===== src/aod_pkg.sv =====
// constants for the arithmetic opcode decoder and its cycle-count lookup
// assumes one processor clock; counts are in processor clock cycles
package aod_pkg;

  // segment prefixes, segment code sits in opcode bits 4:3
  localparam logic [7:0] OPC_PFX_CS = 8'h2e;
  localparam logic [7:0] OPC_PFX_SS = 8'h36;
  localparam logic [7:0] OPC_PFX_DS = 8'h3e;
  localparam logic [7:0] OPC_PFX_ES = 8'h26;
  localparam int         SEG_LSB    = 3;

  // decimal and ascii adjusts
  localparam logic [7:0] OPC_UBCD_SUM  = 8'h37;
  localparam logic [7:0] OPC_PBCD_SUM  = 8'h27;
  localparam logic [7:0] OPC_UBCD_DIFF = 8'h3f;
  localparam logic [7:0] OPC_PBCD_DIFF = 8'h2f;

  // register forms and immediate group, opcode bits 7:2 (d or s, and w below)
  localparam logic [5:0] OPC_ADD_RM = 6'h00;
  localparam logic [5:0] OPC_ADC_RM = 6'h04;
  localparam logic [5:0] OPC_SBB_RM = 6'h06;
  localparam logic [5:0] OPC_SUB_RM = 6'h0a;
  localparam logic [5:0] OPC_GRP1   = 6'h20;

  // accumulator immediate forms and unary group, opcode bits 7:1
  localparam logic [6:0] OPC_ADD_ACC = 7'h02;
  localparam logic [6:0] OPC_ADC_ACC = 7'h0a;
  localparam logic [6:0] OPC_SBB_ACC = 7'h0e;
  localparam logic [6:0] OPC_SUB_ACC = 7'h16;
  localparam logic [6:0] OPC_GRP3    = 7'h7b;

  // modrm reg sub-opcodes
  localparam logic [2:0] SUB_ADD = 3'h0;
  localparam logic [2:0] SUB_ADC = 3'h2;
  localparam logic [2:0] SUB_SBB = 3'h3;
  localparam logic [2:0] SUB_SUB = 3'h5;
  localparam logic [2:0] SUB_NEG = 3'h3;
  localparam logic [2:0] SUB_MUL = 3'h4;
  localparam logic [1:0] MOD_REG = 2'h3;
  localparam logic [1:0] MOD_D8  = 2'h1;
  localparam logic [1:0] MOD_D16 = 2'h2;
  localparam logic [2:0] RM_DIRECT = 3'h6;

  // cycle counts
  localparam int CW = 6;
  localparam logic [CW-1:0] CYC_PFX      = 6'h02;
  localparam logic [CW-1:0] CYC_RM_REG   = 6'h03;
  localparam logic [CW-1:0] CYC_RM_MEM   = 6'h0a;
  localparam logic [CW-1:0] CYC_IMM_REG  = 6'h04;
  localparam logic [CW-1:0] CYC_IMM_MEM  = 6'h10;
  localparam logic [CW-1:0] CYC_ACC_B    = 6'h03;
  localparam logic [CW-1:0] CYC_ACC_W    = 6'h04;
  localparam logic [CW-1:0] CYC_UBCD_SUM = 6'h08;
  localparam logic [CW-1:0] CYC_PBCD     = 6'h04;
  localparam logic [CW-1:0] CYC_UBCD_DIF = 6'h07;
  localparam logic [CW-1:0] CYC_MUL_RB_LO = 6'h1a;
  localparam logic [CW-1:0] CYC_MUL_RB_HI = 6'h1c;
  localparam logic [CW-1:0] CYC_MUL_RW_LO = 6'h23;
  localparam logic [CW-1:0] CYC_MUL_RW_HI = 6'h25;
  localparam logic [CW-1:0] CYC_MUL_MB_LO = 6'h20;
  localparam logic [CW-1:0] CYC_MUL_MB_HI = 6'h22;
  localparam logic [CW-1:0] CYC_MUL_MW_LO = 6'h29;
  localparam logic [CW-1:0] CYC_MUL_MW_HI = 6'h2b;
  localparam logic [CW-1:0] CYC_NARROW_ADD = 6'h04;
  localparam logic [CW-1:0] CYC_BAD        = 6'h01;

  typedef enum logic [3:0] {
    K_BAD  = 4'h0, K_PFX  = 4'h1, K_RM   = 4'h2, K_IMM  = 4'h3,
    K_ACC  = 4'h4, K_NEG  = 4'h5, K_UBSA = 4'h6, K_PBSA = 4'h7,
    K_UBDA = 4'h8, K_PBDA = 4'h9, K_MUL  = 4'ha
  } aod_kind_e;

  typedef enum logic [1:0] {
    F_ADD = 2'h0, F_ADC = 2'h1, F_SUB = 2'h2, F_SBB = 2'h3
  } aod_fn_e;

endpackage


===== src/aod_timing_if.sv =====
// carries operand class to the cycle lookup and the counts back
// assumes both ends sit on the processor clock
`timescale 1ns/10ps
`default_nettype none
interface aod_timing_if;
  aod_pkg::aod_kind_e      kind;
  logic                    mem;
  logic                    word;
  logic                    narrow;
  logic [aod_pkg::CW-1:0]  cyc_min;
  logic [aod_pkg::CW-1:0]  cyc_max;
  modport dec (output kind, output mem, output word, output narrow,
               input cyc_min, input cyc_max);
  modport tim (input kind, input mem, input word, input narrow,
               output cyc_min, output cyc_max);
endinterface
`default_nettype wire


===== src/aod_timing.sv =====
// cycle-count lookup for the decoded arithmetic instructions
// assumes the decoder presents operand class in the cycle it needs counts
`timescale 1ns/10ps
`default_nettype none
module aod_timing (
  // operand class in, counts out
  aod_timing_if.tim t
);
  logic [aod_pkg::CW-1:0] lo;
  logic [aod_pkg::CW-1:0] hi;
  logic                   wmem;

  always_comb begin
    wmem = t.mem & t.word & t.narrow;
    lo = aod_pkg::CYC_BAD;
    hi = aod_pkg::CYC_BAD;
    case (t.kind)
      aod_pkg::K_PFX: begin
        lo = aod_pkg::CYC_PFX;
        hi = aod_pkg::CYC_PFX;
      end
      aod_pkg::K_RM, aod_pkg::K_NEG: begin
        lo = t.mem ? aod_pkg::CYC_RM_MEM : aod_pkg::CYC_RM_REG;
        hi = lo;
      end
      aod_pkg::K_IMM: begin
        lo = t.mem ? aod_pkg::CYC_IMM_MEM : aod_pkg::CYC_IMM_REG;
        hi = lo;
      end
      aod_pkg::K_ACC: begin
        lo = t.word ? aod_pkg::CYC_ACC_W : aod_pkg::CYC_ACC_B;
        hi = lo;
      end
      aod_pkg::K_UBSA: begin
        lo = aod_pkg::CYC_UBCD_SUM;
        hi = lo;
      end
      aod_pkg::K_PBSA, aod_pkg::K_PBDA: begin
        lo = aod_pkg::CYC_PBCD;
        hi = lo;
      end
      aod_pkg::K_UBDA: begin
        lo = aod_pkg::CYC_UBCD_DIF;
        hi = lo;
      end
      aod_pkg::K_MUL: begin
        if (t.mem && t.word) begin
          lo = aod_pkg::CYC_MUL_MW_LO;
          hi = aod_pkg::CYC_MUL_MW_HI;
        end else if (t.mem) begin
          lo = aod_pkg::CYC_MUL_MB_LO;
          hi = aod_pkg::CYC_MUL_MB_HI;
        end else if (t.word) begin
          lo = aod_pkg::CYC_MUL_RW_LO;
          hi = aod_pkg::CYC_MUL_RW_HI;
        end else begin
          lo = aod_pkg::CYC_MUL_RB_LO;
          hi = aod_pkg::CYC_MUL_RB_HI;
        end
      end
      default: begin
        lo = aod_pkg::CYC_BAD;
        hi = aod_pkg::CYC_BAD;
      end
    endcase
    // accumulator forms never move memory, so wmem is low for them
    if (wmem && t.kind != aod_pkg::K_BAD) begin
      lo = lo + aod_pkg::CYC_NARROW_ADD;
      hi = hi + aod_pkg::CYC_NARROW_ADD;
    end
  end

  assign t.cyc_min = lo;
  assign t.cyc_max = hi;
endmodule
`default_nettype wire


===== src/aod_top.sv =====
// arithmetic opcode decoder with execution cycle model
// assumes bytes arrive from the prefetch queue by valid/ready on ref_clk
`timescale 1ns/10ps
`default_nettype none
module aod_top (
  // clock and reset
  input  wire logic        ref_clk,
  input  wire logic        rst,
  // bus variant strap, high for the 8-bit bus part
  input  wire logic        narrow_bus,
  // prefetch queue
  input  wire logic        q_valid,
  input  wire logic [7:0]  q_byte,
  output logic             q_ready,
  // decoded instruction, valid with done
  output logic             done,
  output logic             bad_op,
  output logic [3:0]       op_kind,
  output logic [1:0]       op_fn,
  output logic             op_word,
  output logic             op_mem,
  output logic             seg_valid,
  output logic [1:0]       seg_code,
  output logic [15:0]      op_imm,
  output logic [5:0]       cyc_min,
  output logic [5:0]       cyc_max,
  output logic             busy
);
  typedef enum logic [4:0] {
    S_OP    = 5'b00001,
    S_MODRM = 5'b00010,
    S_DISP  = 5'b00100,
    S_IMM   = 5'b01000,
    S_EXEC  = 5'b10000
  } aod_state_e;

  aod_state_e          state_r, state_nxt;
  aod_pkg::aod_kind_e  kind_r, kind_nxt;
  aod_pkg::aod_fn_e    fn_r, fn_nxt;
  logic                word_r, word_nxt;
  logic                mem_r, mem_nxt;
  logic                sx_r, sx_nxt;
  logic [1:0]          grp_r, grp_nxt;
  logic [1:0]          disp_r, disp_nxt;
  logic [1:0]          imm_left_r, imm_left_nxt;
  logic                imm_hi_r, imm_hi_nxt;
  logic [15:0]         imm_r, imm_nxt;
  logic [1:0]          seg_r, seg_nxt;
  logic                seg_v_r, seg_v_nxt;
  logic [5:0]          cnt_r, cnt_nxt;
  logic [5:0]          cmin_r, cmin_nxt;
  logic [5:0]          cmax_r, cmax_nxt;
  logic                rdy_r, rdy_nxt;
  logic                done_r, done_nxt;
  logic                bad_r, bad_nxt;
  logic                osegv_r, osegv_nxt;
  logic                take;
  logic [1:0]          dcnt;
  logic [1:0]          icnt;

  aod_timing_if tif ();

  aod_timing u_timing (
    .t (tif.tim)
  );

  // counts are looked up from next-state class so entry loads in one step
  assign tif.kind   = kind_nxt;
  assign tif.mem    = mem_nxt;
  assign tif.word   = word_nxt;
  assign tif.narrow = narrow_bus;

  assign take = q_valid & rdy_r;

  always_comb begin
    state_nxt    = state_r;
    kind_nxt     = kind_r;
    fn_nxt       = fn_r;
    word_nxt     = word_r;
    mem_nxt      = mem_r;
    sx_nxt       = sx_r;
    grp_nxt      = grp_r;
    disp_nxt     = disp_r;
    imm_left_nxt = imm_left_r;
    imm_hi_nxt   = imm_hi_r;
    imm_nxt      = imm_r;
    seg_nxt      = seg_r;
    seg_v_nxt    = seg_v_r;
    done_nxt     = 1'b0;
    bad_nxt      = 1'b0;
    osegv_nxt    = osegv_r;
    dcnt         = 2'h0;
    icnt         = 2'h0;
    case (state_r)
      S_OP: begin
        if (take) begin
          kind_nxt = aod_pkg::K_BAD;
          fn_nxt   = aod_pkg::F_ADD;
          word_nxt = q_byte[0];
          mem_nxt  = 1'b0;
          sx_nxt   = q_byte[1];
          grp_nxt  = 2'h0;
          imm_nxt  = 16'h0000;
          imm_hi_nxt = 1'b0;
          state_nxt  = S_EXEC;
          if (q_byte == aod_pkg::OPC_PFX_CS || q_byte == aod_pkg::OPC_PFX_SS ||
              q_byte == aod_pkg::OPC_PFX_DS || q_byte == aod_pkg::OPC_PFX_ES) begin
            kind_nxt = aod_pkg::K_PFX;
            word_nxt = 1'b0;
          end else if (q_byte == aod_pkg::OPC_UBCD_SUM) begin
            kind_nxt = aod_pkg::K_UBSA;
            word_nxt = 1'b0;
          end else if (q_byte == aod_pkg::OPC_PBCD_SUM) begin
            kind_nxt = aod_pkg::K_PBSA;
            word_nxt = 1'b0;
          end else if (q_byte == aod_pkg::OPC_UBCD_DIFF) begin
            kind_nxt = aod_pkg::K_UBDA;
            word_nxt = 1'b0;
          end else if (q_byte == aod_pkg::OPC_PBCD_DIFF) begin
            kind_nxt = aod_pkg::K_PBDA;
            word_nxt = 1'b0;
          end else if (q_byte[7:2] == aod_pkg::OPC_ADD_RM ||
                       q_byte[7:2] == aod_pkg::OPC_ADC_RM ||
                       q_byte[7:2] == aod_pkg::OPC_SBB_RM ||
                       q_byte[7:2] == aod_pkg::OPC_SUB_RM) begin
            kind_nxt  = aod_pkg::K_RM;
            state_nxt = S_MODRM;
            if (q_byte[7:2] == aod_pkg::OPC_ADC_RM) begin
              fn_nxt = aod_pkg::F_ADC;
            end else if (q_byte[7:2] == aod_pkg::OPC_SUB_RM) begin
              fn_nxt = aod_pkg::F_SUB;
            end else if (q_byte[7:2] == aod_pkg::OPC_SBB_RM) begin
              fn_nxt = aod_pkg::F_SBB;
            end
          end else if (q_byte[7:1] == aod_pkg::OPC_ADD_ACC ||
                       q_byte[7:1] == aod_pkg::OPC_ADC_ACC ||
                       q_byte[7:1] == aod_pkg::OPC_SBB_ACC ||
                       q_byte[7:1] == aod_pkg::OPC_SUB_ACC) begin
            kind_nxt     = aod_pkg::K_ACC;
            imm_left_nxt = q_byte[0] ? 2'h2 : 2'h1;
            sx_nxt       = 1'b0;
            state_nxt    = S_IMM;
            if (q_byte[7:1] == aod_pkg::OPC_ADC_ACC) begin
              fn_nxt = aod_pkg::F_ADC;
            end else if (q_byte[7:1] == aod_pkg::OPC_SUB_ACC) begin
              fn_nxt = aod_pkg::F_SUB;
            end else if (q_byte[7:1] == aod_pkg::OPC_SBB_ACC) begin
              fn_nxt = aod_pkg::F_SBB;
            end
          end else if (q_byte[7:2] == aod_pkg::OPC_GRP1) begin
            grp_nxt   = 2'h1;
            state_nxt = S_MODRM;
          end else if (q_byte[7:1] == aod_pkg::OPC_GRP3) begin
            grp_nxt   = 2'h2;
            state_nxt = S_MODRM;
          end
        end
      end
      S_MODRM: begin
        if (take) begin
          mem_nxt = q_byte[7:6] != aod_pkg::MOD_REG;
          if (q_byte[7:6] == aod_pkg::MOD_D8) begin
            dcnt = 2'h1;
          end else if (q_byte[7:6] == aod_pkg::MOD_D16) begin
            dcnt = 2'h2;
          end else if (q_byte[7:6] == 2'h0 && q_byte[2:0] == aod_pkg::RM_DIRECT) begin
            dcnt = 2'h2;
          end
          if (grp_r == 2'h1) begin
            kind_nxt = aod_pkg::K_IMM;
            // s=1 w=1 takes one byte and widens it
            icnt = (!sx_r && word_r) ? 2'h2 : 2'h1;
            if (q_byte[5:3] == aod_pkg::SUB_ADD) begin
              fn_nxt = aod_pkg::F_ADD;
            end else if (q_byte[5:3] == aod_pkg::SUB_ADC) begin
              fn_nxt = aod_pkg::F_ADC;
            end else if (q_byte[5:3] == aod_pkg::SUB_SUB) begin
              fn_nxt = aod_pkg::F_SUB;
            end else if (q_byte[5:3] == aod_pkg::SUB_SBB) begin
              fn_nxt = aod_pkg::F_SBB;
            end else begin
              kind_nxt = aod_pkg::K_BAD;
            end
          end else if (grp_r == 2'h2) begin
            if (q_byte[5:3] == aod_pkg::SUB_NEG) begin
              kind_nxt = aod_pkg::K_NEG;
            end else if (q_byte[5:3] == aod_pkg::SUB_MUL) begin
              kind_nxt = aod_pkg::K_MUL;
            end else begin
              kind_nxt = aod_pkg::K_BAD;
            end
          end
          // unsupported sub-opcodes still swallow their displacement
          disp_nxt     = dcnt;
          imm_left_nxt = icnt;
          if (dcnt != 2'h0) begin
            state_nxt = S_DISP;
          end else if (icnt != 2'h0) begin
            state_nxt = S_IMM;
          end else begin
            state_nxt = S_EXEC;
          end
        end
      end
      S_DISP: begin
        if (take) begin
          disp_nxt = disp_r - 2'h1;
          if (disp_r == 2'h1) begin
            state_nxt = (imm_left_r != 2'h0) ? S_IMM : S_EXEC;
          end
        end
      end
      S_IMM: begin
        if (take) begin
          imm_left_nxt = imm_left_r - 2'h1;
          imm_hi_nxt   = 1'b1;
          if (imm_hi_r) begin
            imm_nxt[15:8] = q_byte;
          end else begin
            imm_nxt[7:0]  = q_byte;
            imm_nxt[15:8] = (sx_r && word_r) ? {8{q_byte[7]}} : 8'h00;
          end
          if (imm_left_r == 2'h1) begin
            state_nxt = S_EXEC;
          end
        end
      end
      S_EXEC: begin
        if (cnt_r == 6'h00) begin
          done_nxt  = 1'b1;
          bad_nxt   = kind_r == aod_pkg::K_BAD;
          osegv_nxt = seg_v_r;
          state_nxt = S_OP;
          seg_v_nxt = kind_r == aod_pkg::K_PFX;
        end
      end
      default: begin
        state_nxt = S_OP;
      end
    endcase
    // the prefix seg code is held for the instruction it overrides
    if (state_r == S_OP && take && kind_nxt == aod_pkg::K_PFX) begin
      seg_nxt = q_byte[aod_pkg::SEG_LSB +: 2];
    end
    rdy_nxt = state_nxt != S_EXEC;
  end

  // the counter has its own process so the count lookup closes no loop
  always_comb begin
    cnt_nxt  = cnt_r;
    cmin_nxt = cmin_r;
    cmax_nxt = cmax_r;
    // exec runs the longest count; the range is reported, not modelled
    if (state_r != S_EXEC && state_nxt == S_EXEC) begin
      cnt_nxt  = tif.cyc_max - 6'h01;
      cmin_nxt = tif.cyc_min;
      cmax_nxt = tif.cyc_max;
    end else if (state_r == S_EXEC && cnt_r != 6'h00) begin
      cnt_nxt = cnt_r - 6'h01;
    end
  end

  always_ff @(posedge ref_clk or posedge rst) begin
    if (rst) begin
      state_r    <= S_OP;
      kind_r     <= aod_pkg::K_BAD;
      fn_r       <= aod_pkg::F_ADD;
      word_r     <= 1'b0;
      mem_r      <= 1'b0;
      sx_r       <= 1'b0;
      grp_r      <= 2'h0;
      disp_r     <= 2'h0;
      imm_left_r <= 2'h0;
      imm_hi_r   <= 1'b0;
      imm_r      <= 16'h0000;
      seg_r      <= 2'h0;
      seg_v_r    <= 1'b0;
      cnt_r      <= 6'h00;
      cmin_r     <= 6'h00;
      cmax_r     <= 6'h00;
      rdy_r      <= 1'b0;
      done_r     <= 1'b0;
      bad_r      <= 1'b0;
      osegv_r    <= 1'b0;
    end else begin
      state_r    <= state_nxt;
      kind_r     <= kind_nxt;
      fn_r       <= fn_nxt;
      word_r     <= word_nxt;
      mem_r      <= mem_nxt;
      sx_r       <= sx_nxt;
      grp_r      <= grp_nxt;
      disp_r     <= disp_nxt;
      imm_left_r <= imm_left_nxt;
      imm_hi_r   <= imm_hi_nxt;
      imm_r      <= imm_nxt;
      seg_r      <= seg_nxt;
      seg_v_r    <= seg_v_nxt;
      cnt_r      <= cnt_nxt;
      cmin_r     <= cmin_nxt;
      cmax_r     <= cmax_nxt;
      rdy_r      <= rdy_nxt;
      done_r     <= done_nxt;
      bad_r      <= bad_nxt;
      osegv_r    <= osegv_nxt;
    end
  end

  assign q_ready   = rdy_r;
  assign done      = done_r;
  assign bad_op    = bad_r;
  assign op_kind   = kind_r;
  assign op_fn     = fn_r;
  assign op_word   = word_r;
  assign op_mem    = mem_r;
  assign seg_valid = osegv_r;
  assign seg_code  = seg_r;
  assign op_imm    = imm_r;
  assign cyc_min   = cmin_r;
  assign cyc_max   = cmax_r;
  assign busy      = state_r == S_EXEC;
endmodule
`default_nettype wire


===== config.mk =====
export PLATFORM = sky130hd
export DESIGN_NAME = aod_top
export DESIGN_NICKNAME = d
export VERILOG_FILES = /design/src/aod_pkg.sv /design/src/aod_timing_if.sv /design/src/aod_timing.sv /design/src/aod_top.sv
export SDC_FILE = /design/constraint.sdc
export NUM_CORES = 1
export LEC_CHECK = 0
export ABC_AREA = 0
export BUFFER_PORTS_ARGS = -buffer_cell sky130_fd_sc_hd__buf_2
export CORE_MARGIN = 3
export CORE_UTILIZATION = 62
export DETAILED_ROUTE_END_ITERATION = 12
export HOLD_SLACK_MARGIN = 0.08
export PLACE_DENSITY = 0.85
export SLEW_MARGIN = 0
export SYNTH_ARGS = -nofsm -noshare
export SYNTH_HDL_FRONTEND = slang
export SYNTH_SLANG_ARGS = --single-unit

===== constraint.sdc =====
create_clock -name ref_clk -period 10.6 [get_ports ref_clk]
set_input_delay 2.12 -clock ref_clk [delete_from_list [all_inputs] [get_ports ref_clk]]
set_output_delay 2.12 -clock ref_clk [all_outputs]
set_load 0.01 [all_outputs]

-- After elaboration in Yosys (flattened, before gate mapping)
Cells that the tools add are included.
- bits in registers: 62
- latch bits: 0
- bits in writable memories: 0
- memory bits (read-only): 0
- output and inout port bits: 43
- memories kept: 0
- add/sub/neg operators: 6
- multipliers: 0
- div/mod/pow operators: 0
- magnitude comparators: 0
- equality and inequality tests: 62
- shift-type cells: 0
- muxes and demuxes: 137
- bitwise logic cells: 3
- reductions and logical operators: 43
- operators with widths (cell ; count):
    $mux W2 ; 55
    $mux W5 ; 20
    $pmux W6 S8 ; 2
    $eq A8 B6 Y1 const B ; 8
    $mux W6 ; 10
    $mux W4 ; 12
    $mux W16 ; 2
    $pmux W16 S2 ; 1
    $ne A2 B2 Y1 const B ; 14
    $pmux W5 S5 ; 1
    $mux W8 ; 3
    $mux W1 ; 22
    $eq A4 B3 Y1 const B ; 4
    $ne A5 B5 Y1 const B ; 3
    $eq A7 B4 Y1 const B ; 2
    $reduce_bool A2 Y1 ; 7
    $add A6 B3 Y6 const B ; 2
    $eq A4 B4 Y1 const B ; 3
    $eq A6 B3 Y1 const B ; 2
    $logic_not A6 Y1 ; 2
    $sub A6 B1 Y6 const B ; 2
    $reduce_and A11 Y1 ; 1
    $eq A5 B5 Y1 const B ; 2
    $eq A3 B3 Y1 const B ; 3
    35 further kinds ; 68

-- Depth between registers and ports, before layout
- depth after elaboration: 20
- mapped depth: 17
- gate-level depth less buffers: 16

-- By module
A second synthesis with hierarchy kept.
- cells, all modules: 405
- area total of the unflattened synthesis: 3901.2 um^2
- modules (own cells, without submodules) (module ; instances ; cells an instance ; area each (um^2) ; sequential area each (um^2)):
    aod_top ; 1 ; 338 ; 3427.0 ; 1552.7
    aod_timing ; 1 ; 67 ; 474.2 ; 0.0

-- Worst setup path before layout
Ideal clock, no wire load.
- path type: input-to-reg
- from: input q_valid
- to: register cnt_r[5]
- arrival: 5.317 ns
- required time: 10.480 ns
- setup slack: 5.162 ns
- cell stages on the path: 15
- path buffers: 2
- cells stage by stage: nand2_1 -> clkbuf_1 -> or3_2 -> clkbuf_1 -> o21a_1 -> ha_1 -> or4_4 -> nand2_1 -> ha_1 -> o2111ai_1 -> xor2_1 -> mux2_2 -> nor2b_1 -> nand4_1 -> o211a_1
- word-level cells in the longest chain between the ends: 11
- ends and longest elaborated chain (what ; line ; source):
    start, declared ; aod_top.sv:12 ; input wire logic q_valid,
    $and A1 B1 Y1 (*) ; aod_top.sv:73 ; assign take = q_valid & rdy_r;
    branches (longest 10 deep; another with $add A6 B3 Y6) ; -- ;
    end signal, assigned ; aod_top.sv:299 ; cnt_r <= cnt_nxt;
    end, declared ; aod_top.sv:50 ; logic [5:0] cnt_r, cnt_nxt;
Mark *: on every way between the ends.
A chain may end at the register's enable or synchronous reset.

-- Worst setup path after layout
- from: input q_valid
- to: register cnt_r[5]
- RTL lines (what ; line ; source):
    $and A1 B1 Y1 (*) ; aod_top.sv:73 ;
    $mux W4 (on tied branches) ; aod_top.sv:160, aod_top.sv:96 ;
    $pmux W4 S2 (*) ; aod_top.sv:94 ; case (state_r)
    named net kind_nxt[3] ; aod_top.sv:38 ; aod_pkg::aod_kind_e kind_r, kind_nxt;
    $eq A4 B3 Y1 (tied with other cells) ; aod_timing.sv:17 ; case (t.kind)
    $reduce_or A2 Y1 ; aod_timing.sv:17 ;
    $pmux W6 S8 ; aod_timing.sv:17 ;
    $add A6 B3 Y6 ; aod_timing.sv:69 ; hi = hi + aod_pkg::CYC_NARROW_ADD;
    $mux W6 (*) ; aod_timing.sv:67 ; if (wmem && t.kind != aod_pkg::K_BAD) begin
    $sub A6 B1 Y6 (*) ; aod_top.sv:255 ; cnt_nxt = tif.cyc_max - 6'h01;
    $mux W6 (*) ; aod_top.sv:254 ; if (state_r != S_EXEC && state_nxt == S_EXEC) begin
Mark *: on every way through the listed nets, which the timed path passes. The rest lies on a longest branch.

==> flow_summary_export.csv <==
group,metric,value,unit
run_status,status,"complete, no violations",
worst_hold_path,hp-class,"reg -> reg",
layout,fillers,472,
detailed_routing,first_iter_violations,245,
die,rows,28,
die,die_area,0.00718,sq mm
sta,skew,0.00461,ns
sta,layout_min_cycle_time,5.92,ns
die,die_y,84.8,um
power_and_ir_drop,ir_drop,0.146,mV
die,start_util,64.6,%
cts,cts-root-buf,"clkbuf_8",
sta,final-setup-viol-count,0,
sta,maxSlewHeadroom,36.4,%
cts,clkLatencyLatePin,0.35,ns
cts,holdBufCountCts,0,
detailed_routing,wirelength,9640,um
worst_hold_path,min_path_cells,2,
critical_path,worst-endpoint-required,10.89,ns
synth,syn-num-nets,453,
layout,finalNetCount,496,
worst_hold_path,min_from,"cyc_max[2]",
critical_path,crit_start,"q_valid",
sta,report.final.hold_viol_count,0,
layout,synthToLayoutAreaGrowth,11.9,%
placed_design,gp_congestion,0.939,
synth,avgSynthCellArea,8.92,sq um
flow_run,cap_violations,0,
grt,grt_pass1_vias,3374,
detailed_routing,final_antenna_net_count,0,
critical_path,reg2reg_from,"state_r[2]",
grt,antenna_found_initial,0,
placed_design,place_hpwl,6950,um
synth,synth_cell_types,75,
die,core_area,0.00596,sq mm
worst_hold_path,holdPathEnd,"cyc_max[2]",
detailed_routing,wl_per_cell,17.4,um
synth,async_reset_ff_share,100,%
synth,syn_area,0.00384,sq mm
critical_path,path_class,"in -> reg",
sta,fin_setup_tns,0,ns
detailed_routing,dr_total_vias,3534,
critical_path,critPathMaxFanout,12,
placed_design,io_buffers,54,
detailed_routing,avgViaCountPerCell,6.38,
synth,syn_inst,431,
grt,grt_use_total,28.7,%
synth,ys_seq_elements,61,
critical_path,worstPathArrival,6.21,ns
critical_path,cp-end-kind,"flip-flop",
grt,grt_pass1_wl,16600,um
detailed_routing,drtPass1Iterations,6,
synth,synth_ff_type,"dfrtp_1",
sta,worst_slack,4.68,ns
cts,cts_sinks,61,
cts,cts_max_level,3,
placed_design,pre_cts_ws,4.49,ns
sta,tightest_slew,0.930,ns
synth,ys_seq_area_share,39.7,%
grt,grt_max_degree,62,
sta,period_share,55.9,%
grt,gr-total-overflow,0,
critical_path,r2r_slack,5.93,ns
die,num_io_pins,55,
cts,cts_buffers,9,
critical_path,reg2regPathDepth,14,
die,chipWidth,84.8,um
cts,post-cts-setup-buffers,0,
cts,cts_tree,"yes",
sta,rsz0062_at_grt,"false",
power_and_ir_drop,cellPowerDensity,216,mW/mm^2
layout,drive_gt1_share,20.3,%
critical_path,start_kind,"input port",
synth,synth_edf_count,0,
synth,yosysWarnings,0,
sta,max_freq,0.169,GHz
cts,post_cts_resized,0,
critical_path,timing.rr.end,"cnt_r[5]",
sta,drv_slew,0,
power_and_ir_drop,p_leak,2.07,nW
detailed_routing,drc_errors,0,
cts,clkTransAtPathRegs,0.07,ns
layout,diodes,0,
cts,cts.path.max_buffers,2,
==> sequential cells by signal (all words and copies together), names as in the netlist, 4 cells and up <==
| signal | count |
|---|---|
| cnt_r | 6 |
| cyc_max | 5 |
| cyc_min | 6 |
| op_imm | 16 |
| op_kind | 4 |
| state_r | 5 |
==> kinds of logic (layout without fill, tap and decap cells) <==
kind of cell | Yosys count | after routing | synth area share [%]
compound gates | 127 | 127 | 24.2
mux | 5 | 5 | 1.46
flops | 61 | 61 | 39.7
buf+inv | 43 | 91 | 6.02
fa+ha+maj | 10 | 10 | 3.25
xor+xnor | 11 | 11 | 2.51
simple gates | 174 | 174 | 22.8
==> critical path: stages <==
cell       delay [ns]
buf_2            0.10
nand2_1          0.33
or3_2            0.33
o31ai_1          0.12
a21oi_1          0.69
inv_1            0.31
or4_4            0.63
o211ai_4         0.24
ha_1             0.21
o2111ai_1        0.14
xor2_1           0.20
mux2_2           0.31
nor2b_1          0.15
o2bb2ai_1        0.15
o211a_1          0.17
==> routing by layer <==
metal | share of wire, % | vias up | track usage, %
met5 | 0 | - | 0
met4 | 2.7 | 0 | 12.1
met3 | 6.4 | 24 | 6.38
met2 | 49 | 137 | 46.9
met1 | 42 | 1708 | 36.9
li1 | - | 1665 | -
==> metrics by stage <==
| step | cell area (sq um) | std cells | power (mW) | hold WS, ns | utilization (%) |
|---|---|---|---|---|---|
| after global routing | 4300 | 554 | 0.992 | 0.495 | 72.2 |
| after CTS | 4300 | 554 | 0.930 | 0.479 | 72.2 |
| after detailed placement | 4060 | 538 | 0.672 | 0.464 | 68.2 |
| after global placement | 4060 | 538 | 0.660 | 0.455 | 68.2 |
| final | 4300 | 554 | 0.930 | 0.475 | 72.2 |
| after floorplan | 3840 | 431 | 0.587 | 0.437 | - |
==> cells in the final DEF (no fill, tap or decap), types with 3 or more instances in the layout <==
master      n
and2_1      4
o31ai_1     7
nand2b_1   13
a21o_1      3
nor3_1     12
o221ai_1    4
a31oi_1     7
or2_2       4
a22oi_1     3
nand3_1    10
o2111ai_1   3
mux2_2      5
ha_1       10
buf_2      54
o21ai_0    25
nand2_1    48
bufinv_16   3
clkbuf_8   10
a32oi_1     3
nor2_1     45
or3_1       4
xnor2_1     8
o31a_1      3
nor2b_1     8
and3_1      3
inv_1      18
o21a_1      3
dfrtp_1    60
xor2_1      3
a21oi_1    20
a22o_1     16
==> report_power, final <==
part	leakage [nW]	internal, mW	total [mW]	switching [mW]
clock	0.121	0.162	0.256	0.0931
combinational	1.14	0.127	0.356	0.229
sequential	0.814	0.277	0.319	0.0416
total	2.07	0.567	0.930	0.363
==> cell usage after synthesis (3+ instances only) <==
library cell,instances,area share (%)
dfrtp_1,60,39
nand2_1,48,4.7
nor2_1,45,4.4
o21ai_0,25,3.3
a21oi_1,20,2.6
inv_1,19,1.9
a22o_1,16,3.6
nand2b_1,13,2.1
clkbuf_1,12,1.2
nor3_1,12,1.6
ha_1,10,3.3
nand3_1,10,1.3
nor2b_1,8,1.3
xnor2_1,8,1.8
a31oi_1,7,1.1
o31ai_1,7,1.4
mux2_2,5,1.5
and2_1,4,0.65
buf_6,4,1.2
o221ai_1,4,0.91
or2_2,4,0.65
or3_1,4,0.65
a21o_1,3,0.59
a22oi_1,3,0.59
a32oi_1,3,0.68
and3_1,3,0.49
clkbuf_8,3,1.1
o2111ai_1,3,0.68
o21a_1,3,0.59
o31a_1,3,0.68
xor2_1,3,0.68
==> area by class of cell <==
cell class,instances,area (sq um),share of cell area (%)
sequential,61,1530,35.5
multi-input combinational,327,2090,48.5
clock inverter,4,95.1,2.21
clock buffer,12,145,3.37
tap,75,93.8,2.18
inverter,20,77.6,1.80
timing repair buffer,55,278,6.46
==> worst max-delay path by stage <==
stage / to / slack [ns] / cells past startpoint
6_report: cnt_r[5] / 4.68 / 15
5_1_grt: cnt_r[5] / 4.49 / 15
4_1_cts: cnt_r[5] / 4.77 / 15
3_5_place_dp: cnt_r[5] / 4.49 / 15
3_3_place_gp: cnt_r[5] / 4.63 / 15
2_1_floorplan: cnt_r[5] / 5.16 / 15
No activity file was read; power rests on OpenSTA's default activity.
